==> src/verilog/iasq_regs.vh <==
`ifndef IASQ_REGS_VH
`define IASQ_REGS_VH

// Register offsets on the plain register port
`define IASQ_ADR_ENA_LO   8'h00
`define IASQ_ADR_ENA_HI   8'h01
`define IASQ_ADR_LAT_LO   8'h02
`define IASQ_ADR_LAT_HI   8'h03
`define IASQ_ADR_SEL      8'h04
`define IASQ_ADR_SP_LO    8'h05
`define IASQ_ADR_SP_HI    8'h06
`define IASQ_ADR_STAT     8'h07

// Field positions
`define IASQ_ENA_IMF_BIT  0
`define IASQ_SEL_L10_BIT  0
`define IASQ_SEL_L15_BIT  1
`define IASQ_SEL_L16_BIT  2
`define IASQ_PSW_IMF_BIT  0
`define IASQ_L10_IDX      9
`define IASQ_L15_IDX      14
`define IASQ_L16_IDX      15

// Latch indices of the non-maskable sources
`define IASQ_IDX_SOFT     0
`define IASQ_IDX_BADOP    1
`define IASQ_IDX_FTRAP    2
`define IASQ_IDX_WDOG     3

// Reset values
`define IASQ_RST_ENA      16'h0000
`define IASQ_RST_LAT      16'h0000
`define IASQ_RST_SEL      3'h0
`define IASQ_RST_SP       16'h00FF

// Timing counts, in machine cycles unless noted
`define IASQ_ACC_CYCLES   8
`define IASQ_RET_CYCLES   4
`define IASQ_MAX_LAT_FC   38
`define IASQ_MC_DIV       4

// Memory map figures
`define IASQ_SOFT_OPCODE  8'hFF
`define IASQ_SFR_END      16'h003F
`define IASQ_DBR_BEGIN    16'h0F80
`define IASQ_DBR_END      16'h0FFF
`define IASQ_RAM_END      16'h023F
`define IASQ_VEC_TOP      16'hFFFE

`endif

==> src/verilog/iasq_core.v <==
`timescale 1ns/10ps
`include "iasq_regs.vh"

// Notes on behaviour
// - Shared level takes only its selected source
// - Unselected shared requests are dropped outright
// - Level 10: 0 serial receive, 1 sync serial
// - Level 15: 0 input three, 1 timer three
// - Level 16: 0 input five, 1 timer five
// - Latch holds until accept, reset or write
// - Acceptance after instruction, eight machine cycles
// - Acceptance clears global mask enable
// - Only accepted source latch is cleared
// - Push status, PC high, PC low; SP-3
// - PC loaded from source vector entry
// - Latch to acceptance within 38 clocks
// - Global enable zero blocks every maskable request
// - Return restores PC, status, enable; SP+3
// - Stacked PC low at SP+1, high SP+2
// - Requests sampled in last instruction cycle
// - Opcode FFH raises top-priority soft trap
// - Missing memory fetch in single-chip mode returns FFH
// - Fetch from RAM/buffer/registers raises trap
// - Bad opcode trap preempts at once
// - Only PC and status saved automatically
// - Reset clears global mask enable
// - Maskable source needs its enable bit
module iasq_core #(
  parameter MC_DIV  = `IASQ_MC_DIV,
  parameter RAM_END = `IASQ_RAM_END,
  parameter VEC_TOP = `IASQ_VEC_TOP
) (
  input  wire        clk_sys_i,
  input  wire        resetn_i,
  input  wire [7:0]  reg_addr_i,
  input  wire [7:0]  reg_wdata_i,
  input  wire        reg_wr_i,
  input  wire        reg_rd_i,
  output reg  [7:0]  reg_rdata_o,
  input  wire [15:4] irq_i,
  input  wire        serial_receive_irq_i,
  input  wire        sync_serial_irq_i,
  input  wire        ext_input_three_irq_i,
  input  wire        timer_three_irq_i,
  input  wire        ext_input_five_irq_i,
  input  wire        timer_five_irq_i,
  input  wire        wdog_irq_i,
  input  wire        instr_last_i,
  input  wire        maskable_return_i,
  input  wire        nonmaskable_return_i,
  input  wire        bad_opcode_i,
  input  wire        fetch_valid_i,
  input  wire [15:0] fetch_addr_i,
  input  wire        single_chip_i,
  input  wire        mem_present_i,
  input  wire [7:0]  mem_rdata_i,
  input  wire [15:0] pc_i,
  input  wire [7:0]  status_word_i,
  output reg         mc_tick_o,
  output reg  [7:0]  fetch_data_o,
  output reg         busy_o,
  output reg         mem_wr_o,
  output reg         mem_rd_o,
  output reg  [15:0] mem_addr_o,
  output reg  [7:0]  mem_wdata_o,
  output reg  [15:0] pc_o,
  output reg         pc_load_o,
  output reg  [7:0]  status_word_o,
  output reg         status_load_o,
  output reg  [15:0] stack_pointer_o,
  output reg         global_mask_enable_o
);

  localparam ST_IDLE = 2'b00;
  localparam ST_ACC  = 2'b01;
  localparam ST_RET  = 2'b10;

  reg  [1:0]  state_r;
  reg  [2:0]  step_r;
  reg  [7:0]  mc_cnt_r;
  reg  [15:4] source_enable_bit_r;
  reg  [15:0] pending_latch_r;
  reg  [15:0] pending_latch_nxt;
  reg         level10_source_pick_r;
  reg         level15_source_pick_r;
  reg         level16_source_pick_r;
  reg  [3:0]  accept_idx_r;
  reg         saved_imf_r;
  reg  [7:0]  tmp_lo_r;
  reg  [7:0]  tmp_hi_r;
  reg  [15:0] set_req;
  reg  [15:0] eligible;
  reg  [4:0]  winner;
  wire        mc_en;
  wire        start_acc;
  wire [15:0] vec_addr;

  // Index of the highest-priority set bit, lowest index first
  function [4:0] pick_first;
    input [15:0] v;
    integer      i;
    begin
      pick_first = 5'h00;
      for (i = 15; i >= 0; i = i - 1) begin
        if (v[i]) begin
          pick_first = {1'b1, i[3:0]};
        end
      end
    end
  endfunction

  // Instruction fetch from an area that holds no code
  function trap_area;
    input [15:0] a;
    input [15:0] ram_end;
    begin
      trap_area = (a <= ram_end) ||
                  ((a >= `IASQ_DBR_BEGIN) && (a <= `IASQ_DBR_END));
    end
  endfunction

  // Machine cycle divider
  assign mc_en = (mc_cnt_r == MC_DIV[7:0] - 8'h01);

  always @(posedge clk_sys_i or negedge resetn_i) begin
    if (!resetn_i) begin
      mc_cnt_r  <= 8'h00;
      mc_tick_o <= 1'b0;
    end else begin
      mc_cnt_r  <= mc_en ? 8'h00 : mc_cnt_r + 8'h01;
      mc_tick_o <= mc_en;
    end
  end

  // Fetch data path seen by the decoder
  always @(posedge clk_sys_i or negedge resetn_i) begin
    if (!resetn_i) begin
      fetch_data_o <= 8'h00;
    end else if (fetch_valid_i) begin
      fetch_data_o <= (single_chip_i && !mem_present_i) ? `IASQ_SOFT_OPCODE : mem_rdata_i;
    end
  end

  // Request sources onto latch set terms
  always @* begin
    set_req = {irq_i, 4'h0};
    set_req[`IASQ_L10_IDX] = level10_source_pick_r ? sync_serial_irq_i : serial_receive_irq_i;
    set_req[`IASQ_L15_IDX] = level15_source_pick_r ? timer_three_irq_i : ext_input_three_irq_i;
    set_req[`IASQ_L16_IDX] = level16_source_pick_r ? timer_five_irq_i : ext_input_five_irq_i;
    // Missing memory in single-chip mode also decodes as FFH
    set_req[`IASQ_IDX_SOFT] = fetch_valid_i && !trap_area(fetch_addr_i, RAM_END[15:0]) &&
                              ((single_chip_i && !mem_present_i) ||
                               (mem_rdata_i == `IASQ_SOFT_OPCODE));
    set_req[`IASQ_IDX_BADOP] = bad_opcode_i;
    set_req[`IASQ_IDX_FTRAP] = fetch_valid_i && trap_area(fetch_addr_i, RAM_END[15:0]);
    set_req[`IASQ_IDX_WDOG] = wdog_irq_i;
  end

  // Eligible requests and the winning source
  always @* begin
    eligible = pending_latch_r & {source_enable_bit_r &
               {12{global_mask_enable_o}}, 4'hF};
    winner = pick_first(eligible);
  end

  assign start_acc = mc_en && (state_r == ST_IDLE) && winner[4] &&
                     (instr_last_i || (|pending_latch_r[2:0]));

  assign vec_addr = VEC_TOP[15:0] - {11'h000, accept_idx_r, 1'b0};

  // Pending latches: hardware set wins over clear
  always @* begin
    pending_latch_nxt = pending_latch_r;
    if (reg_wr_i && reg_addr_i == `IASQ_ADR_LAT_LO) begin
      pending_latch_nxt[7:0] = pending_latch_r[7:0] & reg_wdata_i;
    end
    if (reg_wr_i && reg_addr_i == `IASQ_ADR_LAT_HI) begin
      pending_latch_nxt[15:8] = pending_latch_r[15:8] & reg_wdata_i;
    end
    if (start_acc) begin
      pending_latch_nxt[winner[3:0]] = 1'b0;
    end
    pending_latch_nxt = pending_latch_nxt | set_req;
  end

  // Register writes and latch storage
  always @(posedge clk_sys_i or negedge resetn_i) begin
    if (!resetn_i) begin
      pending_latch_r       <= `IASQ_RST_LAT;
      source_enable_bit_r   <= 12'h000;
      level10_source_pick_r <= 1'b0;
      level15_source_pick_r <= 1'b0;
      level16_source_pick_r <= 1'b0;
    end else begin
      pending_latch_r <= pending_latch_nxt;
      if (reg_wr_i && reg_addr_i == `IASQ_ADR_ENA_LO) begin
        source_enable_bit_r[7:4] <= reg_wdata_i[7:4];
      end
      if (reg_wr_i && reg_addr_i == `IASQ_ADR_ENA_HI) begin
        source_enable_bit_r[15:8] <= reg_wdata_i;
      end
      if (reg_wr_i && reg_addr_i == `IASQ_ADR_SEL) begin
        level10_source_pick_r <= reg_wdata_i[`IASQ_SEL_L10_BIT];
        level15_source_pick_r <= reg_wdata_i[`IASQ_SEL_L15_BIT];
        level16_source_pick_r <= reg_wdata_i[`IASQ_SEL_L16_BIT];
      end
    end
  end

  // Register read port, data one cycle after the strobe
  always @(posedge clk_sys_i or negedge resetn_i) begin
    if (!resetn_i) begin
      reg_rdata_o <= 8'h00;
    end else if (reg_rd_i) begin
      case (reg_addr_i)
        `IASQ_ADR_ENA_LO: reg_rdata_o <= {source_enable_bit_r[7:4], 3'h0, global_mask_enable_o};
        `IASQ_ADR_ENA_HI: reg_rdata_o <= source_enable_bit_r[15:8];
        `IASQ_ADR_LAT_LO: reg_rdata_o <= pending_latch_r[7:0];
        `IASQ_ADR_LAT_HI: reg_rdata_o <= pending_latch_r[15:8];
        `IASQ_ADR_SEL: reg_rdata_o <= {5'h00, level16_source_pick_r,
                                       level15_source_pick_r, level10_source_pick_r};
        `IASQ_ADR_SP_LO: reg_rdata_o <= stack_pointer_o[7:0];
        `IASQ_ADR_SP_HI: reg_rdata_o <= stack_pointer_o[15:8];
        `IASQ_ADR_STAT: reg_rdata_o <= {busy_o, state_r, 1'b0, accept_idx_r};
        default: reg_rdata_o <= 8'h00;
      endcase
    end else begin
      reg_rdata_o <= 8'h00;
    end
  end

  // Acceptance and return sequencer
  always @(posedge clk_sys_i or negedge resetn_i) begin
    if (!resetn_i) begin
      state_r              <= ST_IDLE;
      step_r               <= 3'h0;
      accept_idx_r         <= 4'h0;
      saved_imf_r          <= 1'b0;
      tmp_lo_r             <= 8'h00;
      tmp_hi_r             <= 8'h00;
      busy_o               <= 1'b0;
      mem_wr_o             <= 1'b0;
      mem_rd_o             <= 1'b0;
      mem_addr_o           <= 16'h0000;
      mem_wdata_o          <= 8'h00;
      pc_o                 <= 16'h0000;
      pc_load_o            <= 1'b0;
      status_word_o        <= 8'h00;
      status_load_o        <= 1'b0;
      stack_pointer_o      <= `IASQ_RST_SP;
      global_mask_enable_o <= 1'b0;
    end else begin
      mem_wr_o      <= 1'b0;
      mem_rd_o      <= 1'b0;
      pc_load_o     <= 1'b0;
      status_load_o <= 1'b0;
      if (reg_wr_i && reg_addr_i == `IASQ_ADR_ENA_LO) begin
        global_mask_enable_o <= reg_wdata_i[`IASQ_ENA_IMF_BIT];
      end
      if (reg_wr_i && reg_addr_i == `IASQ_ADR_SP_LO) begin
        stack_pointer_o[7:0] <= reg_wdata_i;
      end
      if (reg_wr_i && reg_addr_i == `IASQ_ADR_SP_HI) begin
        stack_pointer_o[15:8] <= reg_wdata_i;
      end
      if (mc_en) begin
        case (state_r)
          ST_IDLE: begin
            if (start_acc) begin
              global_mask_enable_o <= 1'b0;
              saved_imf_r  <= global_mask_enable_o;
              accept_idx_r <= winner[3:0];
              state_r      <= ST_ACC;
              step_r       <= 3'h0;
              busy_o       <= 1'b1;
            end else if (instr_last_i && (maskable_return_i || nonmaskable_return_i)) begin
              state_r <= ST_RET;
              step_r  <= 3'h0;
              busy_o  <= 1'b1;
            end
          end
          ST_ACC: begin
            step_r <= step_r + 3'h1;
            case (step_r)
              3'h0: begin
                mem_wr_o        <= 1'b1;
                mem_addr_o      <= stack_pointer_o;
                mem_wdata_o     <= {status_word_i[7:1], saved_imf_r};
                stack_pointer_o <= stack_pointer_o - 16'h0001;
              end
              3'h1: begin
                mem_wr_o        <= 1'b1;
                mem_addr_o      <= stack_pointer_o;
                mem_wdata_o     <= pc_i[15:8];
                stack_pointer_o <= stack_pointer_o - 16'h0001;
              end
              3'h2: begin
                mem_wr_o        <= 1'b1;
                mem_addr_o      <= stack_pointer_o;
                mem_wdata_o     <= pc_i[7:0];
                stack_pointer_o <= stack_pointer_o - 16'h0001;
              end
              3'h3: begin
                mem_rd_o   <= 1'b1;
                mem_addr_o <= vec_addr;
              end
              3'h4: begin
                tmp_lo_r   <= mem_rdata_i;
                mem_rd_o   <= 1'b1;
                mem_addr_o <= vec_addr + 16'h0001;
              end
              3'h5: begin
                tmp_hi_r <= mem_rdata_i;
              end
              3'h6: begin
                pc_o      <= {tmp_hi_r, tmp_lo_r};
                pc_load_o <= 1'b1;
              end
              default: begin
                state_r <= ST_IDLE;
                busy_o  <= 1'b0;
              end
            endcase
          end
          ST_RET: begin
            step_r <= step_r + 3'h1;
            case (step_r)
              3'h0: begin
                mem_rd_o   <= 1'b1;
                mem_addr_o <= stack_pointer_o + 16'h0001;
              end
              3'h1: begin
                tmp_lo_r   <= mem_rdata_i;
                mem_rd_o   <= 1'b1;
                mem_addr_o <= stack_pointer_o + 16'h0002;
              end
              3'h2: begin
                tmp_hi_r   <= mem_rdata_i;
                mem_rd_o   <= 1'b1;
                mem_addr_o <= stack_pointer_o + 16'h0003;
              end
              default: begin
                pc_o                 <= {tmp_hi_r, tmp_lo_r};
                pc_load_o            <= 1'b1;
                status_word_o        <= mem_rdata_i;
                status_load_o        <= 1'b1;
                global_mask_enable_o <= mem_rdata_i[`IASQ_PSW_IMF_BIT];
                stack_pointer_o      <= stack_pointer_o + 16'h0003;
                state_r              <= ST_IDLE;
                busy_o               <= 1'b0;
              end
            endcase
          end
          default: begin
            state_r <= ST_IDLE;
            busy_o  <= 1'b0;
          end
        endcase
      end
    end
  end

endmodule

==> config.mk <==
export PLATFORM = sky130hd
export DESIGN_NAME = iasq_core
export DESIGN_NICKNAME = d
export VERILOG_FILES = /design/src/verilog/iasq_core.v
export VERILOG_INCLUDE_DIRS = /design/src /design/src/verilog
export SDC_FILE = /design/constraint.sdc
export NUM_CORES = 1
export LEC_CHECK = 0
export ABC_AREA = 1
export BUFFER_PORTS_ARGS = -buffer_cell sky130_fd_sc_hd__buf_2
export CELL_PAD_IN_SITES_DETAIL_PLACEMENT = 2
export CELL_PAD_IN_SITES_GLOBAL_PLACEMENT = 2
export CORE_UTILIZATION = 32
export DETAILED_ROUTE_END_ITERATION = 8
export GPL_TIMING_DRIVEN = 0
export PLACE_DENSITY_LB_ADDON = 0.12
export SYNTH_ARGS = -nofsm -noshare
export SYNTH_HDL_FRONTEND = slang
export SYNTH_SLANG_ARGS = --single-unit
==> constraint.sdc <==
create_clock -name clk_sys_i -period 2.9 [get_ports clk_sys_i]
set_input_delay 0.58 -clock clk_sys_i [delete_from_list [all_inputs] [get_ports clk_sys_i]]
set_output_delay 0.58 -clock clk_sys_i [all_outputs]
set_load 0.01 [all_outputs]
==> results.toml <==
[route]
drc = 0
dr.pass1.iters = 4
antenna_left = 0
wl_um = 35900
wl_per_cell_um = 21.4
drt_iter0_drc = 456
via_per_inst = 5.28
num_vias = 8859

[sta]
slew_viol_final = 0
holdWs_ns = 0.00501
finalSetupViolations = 0
hold_violations = 0
rsz0062_at_grt = "false"
period_share_pct = 93.8
fmax_mhz = 367
worst_slew_pin_slew_ns = 1.02
period_minus_slack_ns = 2.72
maxSlewHeadroom_pct = 30.5
finClkSkew_ns = 0.0178

[grt]
overflow = 0
grt_pass1_wl_um = 56200
grt_usage_pct = 26.1
antenna_found_initial = 1
grt_max_degree = 105
grt_pass1_vias = 9711

[hold_path]
hp-class = "primary input to asynchronous set/reset pin"

[power_and_ir_drop]
p_per_area_nw_per_um2 = 499
leakagePower_uw = 0.00509
total_power_uw = 5420
ir_drop_mv = 0.284

[synth]
synth-edff-count = 0
ys_top_cells_by_area = "dfrtp_1, nand2_1, o21ai_0"
seq_area_frac_synth_pct = 43.0
dominantRegCellSynth = "dfrtp_1"
yosysUniqueCellTypes = 63
yosys.area.top_type = "dfrtp_1"
syn_nets = 1214
synth_async_sr_flop_share_pct = 100
synth_common_cells = "nand2_1, dfrtp_1, inv_1"
synth_seq_cells = 152
avgSynthCellArea_um2 = 8.04
syn_area_um2 = 8870
yosys_warnings = 0
syn_inst = 1104
netlist.area_leader.share_pct = 40.6
yosysMostFrequentCell = "nand2_1"

[floorplan]
core_area_um2 = 27100
die_h_um = 169
ioPinCount = 181
row_count = 60
design.die.area_um2 = 28400
fp.dieW_um = 169
initial_core_util_pct = 32.7

[cts]
cts_inserted_buffers = 17
cts_hold_buffers = 0
clkTransAtPathRegs_ns = 0.09
cts-root-buf = "clkbuf_16"
cts_tree = "yes"
clk_path_buf_depth = 2
numClockSinks = 152
clk_latency_ns = 0.45
htreeDepth = 4

[run]
cap_violations = 0

[placed_design]
place_hpwl_um = 27600
io_buffers = 169
gp_congestion = 0.895

[critical_path]
cp-end-kind = "flip-flop"
r2r_slack_ns = 0.18
worstSetupPathType = "flip-flop to flip-flop"
arrival_ns = 3.06
ff2ff_path_depth = 9
crit_fanout = 10
critPathLaunchType = "flip-flop"
crit_required_ns = 3.24

[layout]
diodes = 0
syn_to_final_growth_pct = 22.5
nets = 1403
drive_above_1_share_pct = 23.3

[status]
outcome = "complete, no violations"
[cells in the final DEF (no fill, tap or decap), drive strengths merged, types with 2 or more instances in the layout]
master | Yosys | layout
o22ai | 19 | 19
inv | 125 | 130
dfrtp | 144 | 144
a21o | 3 | 3
o221ai | 5 | 5
nor4 | 5 | 5
a2111oi | 4 | 4
nor2 | 109 | 109
a21oi | 49 | 49
mux2 | 17 | 17
mux2i | 3 | 3
a31oi | 12 | 12
ha | 16 | 16
xor2 | 27 | 27
dfstp | 8 | 8
a211oi | 3 | 3
clkbuf | 18 | 35
a221oi | 4 | 4
or2 | 2 | 2
o211ai | 11 | 11
o21ai | 117 | 117
buf | 16 | 186
nor3 | 18 | 18
o31ai | 4 | 4
nand4 | 22 | 22
nand2 | 262 | 262
clkinv | 3 | 13
o2111ai | 3 | 3
nand3 | 50 | 50
a32o | 10 | 10
a41oi | 8 | 8
[cell families (layout without fill, tap and decap cells)]
family | after synthesis | after routing | synth area share (%)
compound gates | 257 | 257 | 17.6
xor+xnor | 28 | 28 | 2.76
fa+ha+maj | 16 | 16 | 2.26
buf+inv | 162 | 364 | 7.43
flops | 152 | 152 | 43.0
mux | 20 | 20 | 2.92
simple gates | 469 | 469 | 24.1
[state kept, by name, summed over array words and instances (netlist names), 2 cells and up]
signal               cells
pending_latch_r         16
tmp_lo_r                 8
mem_wdata_o              8
reg_rdata_o              8
source_enable_bit_r     12
mc_cnt_r                 8
fetch_data_o             8
state_r                  2
accept_idx_r             4
mem_addr_o              16
step_r                   3
status_word_o            8
pc_o                    16
stack_pointer_o         16
tmp_hi_r                 8
[critical path, cell delays in order, from the launching register on]
cell	delay [ns]
dfstp_2	0.58
buf_2	0.26
inv_1	0.21
ha_1	0.35
nor2_1	0.22
nand2_1	0.10
o21ai_0	0.39
o22ai_1	0.15
nor3_1	0.23
o21ai_0	0.12
[stage by stage]
step           setup TNS, ns  setup slack (ns)  cell area [um^2]  instances  util, %
2_1_floorplan              0             0.736              8870       1104        -
3_3_place_gp         -181.47             -1.26             10200       1645     37.6
3_5_place_dp               0             0.117             10200       1646     37.7
4_1_cts                    0             0.103             10800       1678     40.0
5_1_grt                    0           0.00597             10900       1678     40.1
6_report                   0             0.178             10900       1678     40.1
[what timing repair did]
item	4_1_cts	5_1_grt
gates resized for setup	0	7
setup buffers	0	0
setup endpoints to repair	0	18
[final timing paths]
kind | startpoint | endpoint
max reg2reg | stack_pointer_o[0]$_DFF_PN1_ | mem_addr_o[6]$_DFFE_PN0P_
min reg2reg | mc_cnt_r[0]$_DFF_PN0_ | mc_cnt_r[0]$_DFF_PN0_
min | resetn_i | mem_addr_o[5]$_DFFE_PN0P_
max | stack_pointer_o[0]$_DFF_PN1_ | mem_addr_o[6]$_DFFE_PN0P_
max in group asynchronous | resetn_i | source_enable_bit_r[7]$_DFFE_PN0P_
min in group clk_sys_i | irq_i[6] | pending_latch_r[6]$_DFF_PN0_
[report_power, final]
group	switching [uW]	leakage, uW	internal (uW)
logic	506	0.00299	251
clock network	1180	0.000302	1180
registers	85.3	0.00179	2230
total	1770	0.00509	3660
[layer usage]
metal	share of wire, %	global-route usage, %
met1	44	33.4
met2	49	44.9
met3	4.0	3.93
met4	2.6	9.05
met5	0	0
[area by class of cell]
| cell class | count | area [um^2] |
|---|---|---|
| sequential | 152 | 3810 |
| tap | 372 | 465 |
| timing repair buffer | 170 | 883 |
| multi-input combinational | 790 | 4420 |
| buffer | 34 | 174 |
| fill | 3168 | 16200 |
| clock inverter | 15 | 201 |
| inverter | 128 | 488 |
| clock buffer | 17 | 425 |
Note: power is estimated with default switching activity, not from simulation.
